### src/stnc_cfg.svh
// Offsets, field positions, reset values and timing counts of the sub-audio codec
`ifndef STNC_CFG_SVH
`define STNC_CFG_SVH
`define STNC_CLK_MHZ      50
`define STNC_OFS_CTRL     8'h00
`define STNC_OFS_STATUS   8'h04
`define STNC_OFS_TXFREQ   8'h08
`define STNC_OFS_BAUD     8'h0C
`define STNC_OFS_RXFREQ   8'h10
`define STNC_OFS_RXDATA   8'h14
`define STNC_OFS_TXDATA   8'h18
`define STNC_OFS_GAIN     8'h1C
`define STNC_CTRL_SLEEP   0
`define STNC_CTRL_TXEN    1
`define STNC_CTRL_TXTONE  2
`define STNC_CTRL_EMPH    3
`define STNC_CTRL_TONERX  4
`define STNC_CTRL_NRZRX   5
`define STNC_ST_SLEEP     0
`define STNC_ST_NOTONE    1
`define STNC_ST_IRQ       2
`define STNC_ST_RXRDY     3
`define STNC_ST_TXFULL    4
`define STNC_ST_TXBUSY    5
`define STNC_CTRL_RST     8'h00
`define STNC_BAUD_RST     16'h0000
`define STNC_TONE_TICK_NS 1000
`define STNC_TONE_TICK_CYC 10'((`STNC_TONE_TICK_NS * `STNC_CLK_MHZ) / 1000)
`define STNC_GATE_US      122640
`define STNC_NOTONE_US    250000
`define STNC_QUAL_SHIFT   4
`define STNC_FILT_LEN     3
`endif

### src/stnc_pkg.sv
// Types shared by the sub-audio codec
package stnc_pkg;
  typedef enum logic [0:0] {TX_IDLE, TX_SHIFT} stnc_tx_t;
  typedef struct packed {
    logic        wake_m;
    logic        wake_s;
    logic        cmp_m;
    logic        cmp_s;
    logic [2:0]  filt_sh;
    logic        filt;
    logic        node;
    logic        wait_n;
    logic [31:0] rdata;
    logic [7:0]  ctrl;
    logic [10:0] tone_q;
    logic [3:0]  band;
    logic [15:0] tx_div;
    logic [15:0] rx_div;
    logic [7:0]  gain;
    logic        sleep;
    logic [9:0]  tick_cnt;
    logic [10:0] tone_cnt;
    logic        tone_sq;
    stnc_tx_t    tx_st;
    logic [7:0]  tx_buf;
    logic        tx_full;
    logic [7:0]  tx_sh;
    logic [2:0]  tx_bit;
    logic [15:0] tx_cnt;
    logic        tx_emph;
    logic        tx_bias;
    logic        tx_out;
    logic        tx_data;
    logic [15:0] rx_cnt;
    logic [7:0]  rx_sh;
    logic [2:0]  rx_bit;
    logic [7:0]  rx_data;
    logic        rx_rdy;
    logic [19:0] per_cnt;
    logic [19:0] per_prev;
    logic [22:0] gate_cnt;
    logic [15:0] edges;
    logic [15:0] good;
    logic [15:0] rx_freq;
    logic        notone;
    logic [23:0] nt_cnt;
    logic        irq;
  } stnc_state_t;
endpackage : stnc_pkg

### src/stnc_core.sv
// Sub-audio tone and NRZ codec core with Avalon-MM register slave
//
// Register access over Avalon-MM and the placing of the registers were decided locally.
`timescale 1ns/1ps
`include "stnc_cfg.svh"

//////////////////////////////////////////////////////////////////////////////
module stnc_core
  import stnc_pkg::*;
#(
  parameter int unsigned GATE_CYC   = `STNC_GATE_US * `STNC_CLK_MHZ,
  parameter int unsigned NOTONE_CYC = `STNC_NOTONE_US * `STNC_CLK_MHZ
) (
  input  wire logic        i_clk,
  input  wire logic        i_rst,
  input  wire logic [7:0]  i_address,
  input  wire logic        i_read,
  input  wire logic        i_write,
  input  wire logic [31:0] i_writedata,
  input  wire logic [3:0]  i_byteenable,
  output logic [31:0]      o_readdata,
  output logic             o_waitrequest,
  input  wire logic        i_wake,
  input  wire logic        i_cmp_in,
  output logic             o_cmp_out,
  output logic             o_tx_data,
  output logic             o_tx_bias,
  output logic             o_tx_emph,
  output logic [7:0]       o_tx_gain,
  output logic [3:0]       o_tx_band,
  output logic             o_sleep,
  output logic             o_notone,
  output logic             o_irq
);

  stnc_state_t q;
  stnc_state_t d;

  function automatic logic [31:0] merge(input logic [31:0] old, input logic [31:0] nw,
                                        input logic [3:0] be);
    logic [31:0] r;
    r = old;
    for (int i = 0; i < 4; i++) begin
      if (be[i]) begin
        r[i*8 +: 8] = nw[i*8 +: 8];
      end
    end
    return r;
  endfunction : merge

  logic        acc;
  logic        wr;
  logic        rd;
  logic [31:0] w;
  logic        tick;
  logic        edge_r;
  logic        edge_a;
  logic [19:0] dif;
  logic        good_c;

  always_comb begin
    d      = q;
    // Side effects land only at the edge where waitrequest is seen low
    acc    = (i_read | i_write) & ~q.wait_n;
    wr     = i_write & acc;
    rd     = i_read & acc;
    w      = 32'h0000_0000;
    tick   = 1'b0;
    edge_r = 1'b0;
    edge_a = 1'b0;
    dif    = 20'h00000;
    good_c = 1'b0;

    //////////////////////////////////////////////////////////////////////////
    // Pin synchronisers
    d.wake_m = i_wake;
    d.wake_s = q.wake_m;
    d.cmp_m  = i_cmp_in;
    d.cmp_s  = q.cmp_m;

    // Sleep is the registered AND of the synchronised pin and the bit, so either party wakes it
    d.sleep = q.ctrl[`STNC_CTRL_SLEEP] & q.wake_s;

    //////////////////////////////////////////////////////////////////////////
    // Comparator node and noise filter
    if (!q.ctrl[`STNC_CTRL_TONERX] && !q.ctrl[`STNC_CTRL_NRZRX] || q.sleep) begin
      d.node = 1'b0;
    end else begin
      d.node = q.cmp_s;
    end
    d.filt_sh = {q.filt_sh[1:0], q.node};
    // Output changes only on three equal samples, rejecting single-sample glitches at the cost of latency
    if (q.filt_sh == 3'b111) begin
      d.filt = 1'b1;
    end else if (q.filt_sh == 3'b000) begin
      d.filt = 1'b0;
    end
    edge_a = d.filt != q.filt;
    edge_r = d.filt & ~q.filt;

    //////////////////////////////////////////////////////////////////////////
    // Avalon-MM slave: one wait cycle, then the access completes
    d.wait_n = ~((i_read | i_write) & q.wait_n);
    d.rdata  = 32'h0000_0000;
    if (i_read | i_write) begin
      unique case (i_address)
        `STNC_OFS_CTRL:   d.rdata = {24'h000000, q.ctrl};
        `STNC_OFS_STATUS: d.rdata = {26'h0000000, q.tx_st == TX_SHIFT, q.tx_full, q.rx_rdy,
                                     q.irq, q.notone, q.sleep};
        `STNC_OFS_TXFREQ: d.rdata = {16'h0000, q.band, 1'b0, q.tone_q};
        `STNC_OFS_BAUD:   d.rdata = {q.rx_div, q.tx_div};
        `STNC_OFS_RXFREQ: d.rdata = {16'h0000, q.rx_freq};
        `STNC_OFS_RXDATA: d.rdata = {24'h000000, q.rx_data};
        `STNC_OFS_GAIN:   d.rdata = {24'h000000, q.gain};
        default:          d.rdata = 32'h0000_0000;
      endcase
    end
    if (wr) begin
      unique case (i_address)
        `STNC_OFS_CTRL: begin
          w      = merge({24'h000000, q.ctrl}, i_writedata, i_byteenable);
          d.ctrl = w[7:0];
        end
        `STNC_OFS_TXFREQ: begin
          w        = merge({16'h0000, q.band, 1'b0, q.tone_q}, i_writedata, i_byteenable);
          d.tone_q = w[10:0];
          d.band   = w[15:12];
        end
        `STNC_OFS_BAUD: begin
          w        = merge({q.rx_div, q.tx_div}, i_writedata, i_byteenable);
          d.tx_div = w[15:0];
          d.rx_div = w[31:16];
        end
        `STNC_OFS_TXDATA: begin
          if (i_byteenable[0]) begin
            d.tx_buf  = i_writedata[7:0];
            d.tx_full = 1'b1;
          end
        end
        `STNC_OFS_GAIN: begin
          if (i_byteenable[0]) begin
            d.gain = i_writedata[7:0];
          end
        end
        `STNC_OFS_STATUS: begin
          if (i_byteenable[0] && i_writedata[`STNC_ST_IRQ]) begin
            d.irq = 1'b0;
          end
        end
        default: begin
        end
      endcase
    end
    if (rd && i_address == `STNC_OFS_RXDATA) begin
      d.rx_rdy = 1'b0;
    end

    //////////////////////////////////////////////////////////////////////////
    // Tone encoder: square wave, half period of tone_q + 1 ticks
    if (q.tick_cnt >= `STNC_TONE_TICK_CYC - 10'd1) begin
      d.tick_cnt = 10'h000;
      tick       = 1'b1;
    end else begin
      d.tick_cnt = q.tick_cnt + 10'd1;
    end
    if (tick) begin
      if (q.tone_cnt >= q.tone_q) begin
        d.tone_cnt = 11'h000;
        d.tone_sq  = ~q.tone_sq;
      end else begin
        d.tone_cnt = q.tone_cnt + 11'd1;
      end
    end

    //////////////////////////////////////////////////////////////////////////
    // NRZ encoder, MSB first
    unique case (q.tx_st)
      TX_IDLE: begin
        if (q.tx_full && q.ctrl[`STNC_CTRL_TXEN] && !q.ctrl[`STNC_CTRL_TXTONE] && !q.sleep) begin
          d.tx_sh   = q.tx_buf;
          d.tx_full = d.tx_full & ~q.tx_full | (wr && i_address == `STNC_OFS_TXDATA);
          d.tx_bit  = 3'd7;
          d.tx_cnt  = 16'h0000;
          d.tx_emph = q.ctrl[`STNC_CTRL_EMPH] & (q.tx_buf[7] != q.tx_out);
          d.tx_out  = q.tx_buf[7];
          d.tx_st   = TX_SHIFT;
        end
      end
      TX_SHIFT: begin
        if (q.tx_cnt >= q.tx_div) begin
          d.tx_cnt = 16'h0000;
          if (q.tx_bit == 3'd0) begin
            d.tx_st = TX_IDLE;
          end else begin
            d.tx_sh   = {q.tx_sh[6:0], 1'b0};
            d.tx_bit  = q.tx_bit - 3'd1;
            d.tx_out  = q.tx_sh[6];
            d.tx_emph = q.ctrl[`STNC_CTRL_EMPH] & (q.tx_sh[6] != q.tx_out);
          end
        end else begin
          d.tx_cnt = q.tx_cnt + 16'd1;
        end
      end
    endcase
    if (q.sleep) begin
      d.tx_st = TX_IDLE;
    end

    // Output mux: tone square wave or NRZ bit, both leaving via the gain stage
    if (q.ctrl[`STNC_CTRL_TXTONE]) begin
      d.tx_data = q.tone_sq;
    end else begin
      d.tx_data = q.tx_out;
    end
    d.tx_bias = q.sleep | ~q.ctrl[`STNC_CTRL_TXEN]
              | (~q.ctrl[`STNC_CTRL_TXTONE] & (q.tx_st == TX_IDLE));

    //////////////////////////////////////////////////////////////////////////
    // NRZ receiver: counter realigns on each data edge, samples mid-bit
    if (q.ctrl[`STNC_CTRL_NRZRX] && !q.sleep) begin
      if (edge_a) begin
        d.rx_cnt = {1'b0, q.rx_div[15:1]};
      end else if (q.rx_cnt >= q.rx_div) begin
        d.rx_cnt = 16'h0000;
        d.rx_sh  = {q.rx_sh[6:0], q.filt};
        d.rx_bit = q.rx_bit + 3'd1;
        if (q.rx_bit == 3'd7) begin
          d.rx_data = {q.rx_sh[6:0], q.filt};
          d.rx_rdy  = 1'b1;
        end
      end else begin
        d.rx_cnt = q.rx_cnt + 16'd1;
      end
    end else begin
      d.rx_cnt = 16'h0000;
      d.rx_bit = 3'd0;
    end

    //////////////////////////////////////////////////////////////////////////
    // Tone receiver, independent of the NRZ receiver so both may run
    if (q.ctrl[`STNC_CTRL_TONERX] && !q.sleep) begin
      d.per_cnt = (q.per_cnt == 20'hFFFFF) ? q.per_cnt : q.per_cnt + 20'd1;
      if (edge_r) begin
        dif    = (q.per_cnt > q.per_prev) ? q.per_cnt - q.per_prev : q.per_prev - q.per_cnt;
        good_c = dif <= (q.per_prev >> `STNC_QUAL_SHIFT);
        d.per_prev = q.per_cnt;
        d.per_cnt  = 20'h00000;
        d.edges    = q.edges + 16'd1;
        d.good     = q.good + {15'h0000, good_c};
      end
      if (q.gate_cnt >= 23'(GATE_CYC - 1)) begin
        d.gate_cnt = 23'h000000;
        d.edges    = 16'h0000;
        d.good     = 16'h0000;
        // At least half of the cycles must pass the variance test
        if (q.good == 16'h0000 || {q.good, 1'b0} < q.edges) begin
          d.notone = 1'b1;
        end else begin
          d.notone  = 1'b0;
          d.rx_freq = q.edges;
        end
      end else begin
        d.gate_cnt = q.gate_cnt + 23'd1;
      end
    end else begin
      d.gate_cnt = 23'h000000;
      d.edges    = 16'h0000;
      d.good     = 16'h0000;
    end

    // Tone-absent timer; a clear in the same cycle as expiry loses to the set
    if (q.ctrl[`STNC_CTRL_TONERX] && !q.sleep && q.notone) begin
      if (q.nt_cnt >= 24'(NOTONE_CYC - 1)) begin
        d.nt_cnt = 24'h000000;
        d.irq    = 1'b1;
      end else begin
        d.nt_cnt = q.nt_cnt + 24'd1;
      end
    end else begin
      d.nt_cnt = 24'h000000;
    end
  end

  always_ff @(posedge i_clk) begin
    if (i_rst) begin
      q        <= '0;
      q.wait_n <= 1'b1;
      q.ctrl   <= `STNC_CTRL_RST;
      q.tx_div <= `STNC_BAUD_RST;
      q.rx_div <= 16'h0000;
      q.tx_st  <= TX_IDLE;
      q.tx_bias <= 1'b1;
    end else begin
      q         <= d;
    end
  end

  //////////////////////////////////////////////////////////////////////////////
  // Outputs, all straight from flip-flops
  assign o_readdata    = q.rdata;
  assign o_waitrequest = q.wait_n;
  assign o_cmp_out     = q.node;
  assign o_tx_data     = q.tx_data;
  assign o_tx_bias     = q.tx_bias;
  assign o_tx_emph     = q.tx_emph;
  assign o_tx_gain     = q.gain;
  assign o_tx_band     = q.band;
  assign o_sleep       = q.sleep;
  assign o_notone      = q.notone;
  assign o_irq         = q.irq;

endmodule : stnc_core

### config.mk
export PLATFORM = sky130hd
export DESIGN_NAME = stnc_core
export DESIGN_NICKNAME = d
export VERILOG_FILES = /design/src/stnc_pkg.sv /design/src/stnc_core.sv
export VERILOG_INCLUDE_DIRS = /design/src
export SDC_FILE = /design/constraint.sdc
export NUM_CORES = 1
export LEC_CHECK = 0
export BUFFER_PORTS_ARGS = -buffer_cell sky130_fd_sc_hd__buf_4
export CAP_MARGIN = 5
export CORE_MARGIN = 4
export CORE_UTILIZATION = 50
export CTS_CLUSTER_DIAMETER = 60
export DETAILED_ROUTE_END_ITERATION = 8
export PLACE_DENSITY = 0.66
export SETUP_SLACK_MARGIN = 0.5
export SLEW_MARGIN = 40
export SYNTH_ARGS = -nofsm -noshare
export SYNTH_HDL_FRONTEND = slang
export SYNTH_SLANG_ARGS = --single-unit
export TNS_END_PERCENT = 30
### constraint.sdc
create_clock -name i_clk -period 6 [get_ports i_clk]
set_input_delay 0.6 -clock i_clk [delete_from_list [all_inputs] [get_ports i_clk]]
set_output_delay 0.6 -clock i_clk [all_outputs]
set_load 0.005 [all_outputs]
-- Word-level counts from Yosys, hierarchy flattened
Index checks and enable logic that the tools add are counted.
- register bits after elaboration: 340
- bits in latches: 0
- RAM bits: 0
- bits in read-only memories: 0
- bits of input ports: 50
- logic and storage cells: 201
- memories: 0
- $add $sub $neg: 13
- multiply operators: 0
- div/mod/pow operators: 0
- order comparisons: 9
- equality and inequality tests: 17
- shift-type cells: 0
- mux-type cells: 41
- bitwise operators: 28
- reduce and logical (&&, ||, !) cells: 46
- operator list (kind ; count):
    32-bit one-hot mux with 7 select lines ; 1
    27-bit one-hot mux with 2 select lines ; 1
    16-bit by 1-bit adder with 16-bit output, second input constant ; 3
    20-bit two-way mux ; 2
    40-bit two-way mux ; 1
    20-bit subtractor ; 2
    3-bit AND reduction ; 12
    8-bit by 5-bit == test with 1-bit output, second input constant ; 4
    16-bit >= comparator ; 2
    15-bit two-way mux ; 2
    29-bit two-way mux ; 1
    1-bit two-way mux ; 27
    24-bit by 1-bit adder with 24-bit output, second input constant ; 1
    24-bit >= comparator, second input constant ; 1
    23-bit by 1-bit adder with 23-bit output, second input constant ; 1
    23-bit >= comparator, second input constant ; 1
    20-bit by 1-bit adder with 20-bit output, second input constant ; 1
    20-bit == test, second input constant ; 1
    20-bit > comparator ; 1
    20-bit by 16-bit less-or-equal comparator with 1-bit output ; 1
    10-bit two-way mux ; 2
    17-bit by 16-bit < comparator with 1-bit output ; 1
    16-bit by 1-bit adder with 16-bit output ; 1
    8-bit by 4-bit == test with 1-bit output, second input constant ; 2
    28 further kinds ; 82

-- Depth between registers and ports, before layout
- depth in word-level cells: 9
- gate-level depth with buffers: 27
- mapped depth without buffers: 26

-- Worst setup path after synthesis
No wires, ideal clock.
- path type: reg-to-reg
- from: reg q[117] (netlist name)
- to: reg q[53] (netlist name)
- setup time: 0.128 ns
- data arrival time: 4.698 ns
- data required time: 5.872 ns
- slack: 1.174 ns
- cell stages (with the launch flop): 27
- path buffers: 2
- clock period less this slack: 4.826 ns
- cells stage by stage: dfxtp_1 inv_1 ha_1 inv_1 fa_1 nand3_1 a21oi_1 o31ai_1 a311oi_2 buf_6 buf_2 o21ai_0 o21ai_0 xor2_1 ha_1 a2111oi_0 nand3_1 a311oi_1 nor2_1 o32a_1 nor4_2 ha_1 and3_1 nor2b_1 nand3_1 xor2_1 nor2_1
- cells in the longest elaborated chain, start to end: 4
- ends and longest elaborated chain (what ; line ; text):
    start: declaration ; stnc_core.sv:36 ; stnc_state_t q;
    20-bit subtractor / 20-bit > comparator (equally long branches) ; stnc_core.sv:244 ; dif = (q.per_cnt > q.per_prev) ? q.per_cnt - q.per_prev : q.per_prev - q.per_cnt;
    20-bit two-way mux (*) ; stnc_core.sv:244 ;
    20-bit by 16-bit less-or-equal comparator with 1-bit output (*) ; stnc_core.sv:245 ; good_c = dif <= (q.per_prev >> `STNC_QUAL_SHIFT);
    16-bit by 1-bit adder with 16-bit output (*) ; stnc_core.sv:249 ; d.good = q.good + {15'h0000, good_c};
Mark *: on every way between the ends. The rest lies on a longest branch, timed or not.
A chain may end at the register's enable or synchronous reset.

-- Worst setup path in the final report
- from: reg q[117] (netlist name)
- to: reg q[55] (netlist name)
The elaborated chain is that of the path after synthesis.

==> results.yml <==
outcome:
  status: "complete, no violations"
placed_design:
  pre_cts_ws_ns: 0.147
  finalWeightedCongestion: 0.906
  detailedPlacementHpwl_mm: 32.9
  port-buffer-count: 101
  placed_area_um2: 18500
clock_network:
  cts-htree-levels: 2
  number_of_clock_sinks: 340
  clk_path_buf_depth: 3
  clock_tree_from_tritoncts: "built"
  cts-buffers-inserted: 37
  root_buffer: "clkbuf_16"
  clock_latency_late_sink_ns: 0.54
  hold_buffer_count_at_cts: 0
  clkSlewWorstSetupHoldPaths_ns: 0.06
detailed_routing:
  drt-initial-drc-count: 1107
  detailedRoute.firstPassIterationCount: 7
  wl_mm: 44.5
  average_via_count_per_standard_cell: 5.50
  remaining_drc_errors: 0
  routedWlPerCell_um: 17.1
  drt.antenna.violating_nets: 0
  vias_post_dr: 14300
power:
  vdd.ir_drop.worst_uv: 214
  powerDensity_nw_per_um2: 235
  power.static_leakage_uw: 0.00762
global_route:
  globalRouteMet2Util_pct: 37.7
  grt_util_all_layers_pct: 22.8
  grt_most_used_layer: "met2"
  grt.met1_usage_pct: 31.1
  antenna_found_initial: 0
  largest_net_degree_at_the_start_of_global_routing: 68
  first_global_vias: 13800
  gr_met3_demand_resource_pct: 4.07
  globalRouteOverflowTotal: 0
  grt_first_pass_wirelength_mm: 73.0
synthesis:
  synthFlopType: "dfxtp_1"
  synth_top_cell_by_area: "dfxtp_1"
  synth_edf_count: 0
  synth.cell_area_um2: 17700
  synth.ff_latch_count: 340
  yosys.cell_types.count: 72
  netlist.area_leader.share_pct: 38.5
  synthTopCellsByArea: "dfxtp_1, ha_1, nor2_1"
  synth_async_sr_flop_share_pct: 0
  seq_total_area_yosys_pct: 38.5
  yosys_warnings: 0
  synth_cells: 2079
  syn-mean-instance-area_um2: 8.50
setup_path:
  critPathMaxStageDelay_ns: 0.40
  worst_ep_arrival_time_ns: 5.52
  most_frequent_cell_on_critical_path: "ha_1"
  worst-r2r-setup-slack_ns: 0.89
  timing.critical_path.slowest_stage_cell: "fa_1"
  timing.rr.end: "q[55]"
  setup.worst_path.class: "reg2reg"
  worstSetupStartpointType: "flop"
  critPathMaxFanout: 8
  cp.required_ns: 6.41
  reg2reg_depth: 27
  crit-reg2reg-launch: "q[117]"
  cp-end-kind: "flop"
die:
  die_x_um: 196
  vertical_die_dimension_um: 196
  io-pin-count: 102
  core_area_um2: 34700
  row_count: 68
  floorplan_die_area_um2: 38400
  floorplan.initialDensity_pct: 50.9
timing:
  setup_repair_after_global_routing_missed_its_margin: "false"
  timing.fmax_ghz: 0.196
  slew_headroom_pct: 45.4
  post-route-worst-setup-slack_ns: 0.886
  final.hold.worst_slack_ns: 0.291
  final.setup_skew_ns: 0.0193
  fin_crit_sh_pct: 85.2
  final_max_slew_viol_count: 0
  finalWorstPathRequiredPeriod_ns: 5.11
  max_slew.worst_pin.slew_ns: 0.817
  finalSetupViolCount: 0
  hold_viol: 0
  fin_setup_tns_ns: 0
job:
  max-cap-violations: 0
min_path:
  hold_path.class: "in2reg"
  hold_end: "q[245]"
  holdPathStages: 3
  hold_path.startpoint: "i_writedata[16]"
layout:
  postLayoutCellArea_um2: 19900
  n_diodes: 0
  syn_to_final_growth_pct: 12.4
  layout-drive-gt1-share_pct: 10.1
  fin_nets: 2297
  layout.core_utilization_pct: 57.2
==> state kept, by name, indices dropped and copies added, names as in the netlist, 4 cells and up <==
signal and flops:
q 284, o_readdata 32, o_tx_gain 8, d 4, o_tx_band 4
==> synth_stat cells, drive strengths merged (11+ instances only) <==
library cell / n
a211oi: 12
a21o: 26
o21a: 11
a222oi: 15
or3: 13
xnor2: 74
nor3: 34
nor4: 11
nor2b: 19
nand3: 93
mux2i: 90
a22o: 11
a31oi: 24
xor2: 62
nor2: 272
ha: 130
o211ai: 12
nand2: 173
nand4: 31
a21oi: 126
and3: 55
dfxtp: 340
o21ai: 63
inv: 127
clkbuf: 48
nand2b: 35
a22oi: 14
buf: 81
==> logic make-up (layout without fill, tap and decap cells) <==
family	count (synthesis)	in the layout	synth area share (%)
AO/OA/AOI/OAI	362	362	13.2
multiplexers	91	91	5.16
XOR/XNOR	136	136	6.74
AND/OR/NAND/NOR	760	760	20.1
buffers and inverters	257	315	6.81
other	1	4	0.0212
flip-flops	340	340	38.5
adder cells (fa/ha/maj)	132	132	9.43
==> per-stage QoR <==
step | power, uW | cells
finish | 4670 | 2595
global route | 4830 | 2595
CTS | 4740 | 2594
detailed placement | 2390 | 2529
global placement | 2390 | 2525
floorplan | 2350 | 2082
==> where the power goes <==
part	total [uW]	internal [uW]	switching [uW]
clock	2330	1390	945
combinational	77.3	29.7	47.6
sequential	2260	2260	2.51
total	4670	3680	995
==> repair_timing <==
action | CTS | global route
pin swaps | 1 | 2
gates resized for setup | 5 | 17
setup endpoints to repair | 12 | 14
setup buffers | 1 | 1
==> layer usage <==
metal,vias up,share of wire [%]
met5,-,0
met4,0,1.9
met3,62,5.5
met2,299,47
met1,6703,46
li1,7197,-
==> layout by cell type (no fill, tap or decap), types with 35 or more instances in the layout <==
master	Yosys	routed
dfxtp_1	340	339
nor2_1	270	268
nand2_1	173	173
inv_1	127	127
a21oi_1	126	125
ha_1	130	125
buf_4	49	120
nand3_1	93	93
mux2i_1	90	89
xnor2_1	74	74
xor2_1	62	62
o21ai_0	61	59
and3_1	55	55
clkbuf_16	0	37
nand2b_1	35	35
==> critical path, delay by kind of cell (launching register included) <==
kind	cells	cell delay (ns)
AO/OA/AOI/OAI	8	1.39
adder cells (fa/ha/maj)	4	1.06
buffers and inverters	4	0.48
AND/OR/NAND/NOR	9	1.34
flip-flops	1	0.35
XOR/XNOR	2	0.35
==> cell type report <==
| type | count | area, um2 |
|---|---|---|
| fill | 3173 | 14900 |
| multi-input combinational | 1485 | 9840 |
| sequential | 340 | 6810 |
| clock buffer | 45 | 976 |
| timing repair buffer | 123 | 935 |
| tap | 455 | 569 |
| inverter | 128 | 480 |
| clock inverter | 19 | 255 |
==> worst max path at each step <==
| stage | from | to | slack (ns) | cells after the start |
|---|---|---|---|---|
| after detailed placement | q[113] | q[53] | 0.15 | 24 |
| after CTS | q[113] | q[53] | 0.55 | 24 |
| after global routing | q[114] | q[53] | 0.50 | 22 |
| after global placement | q[113] | q[53] | 0.24 | 22 |
| after floorplan | q[117] | q[53] | 1.17 | 26 |
| final | q[117] | q[55] | 0.89 | 27 |
(Power assumes the default switching activity.)
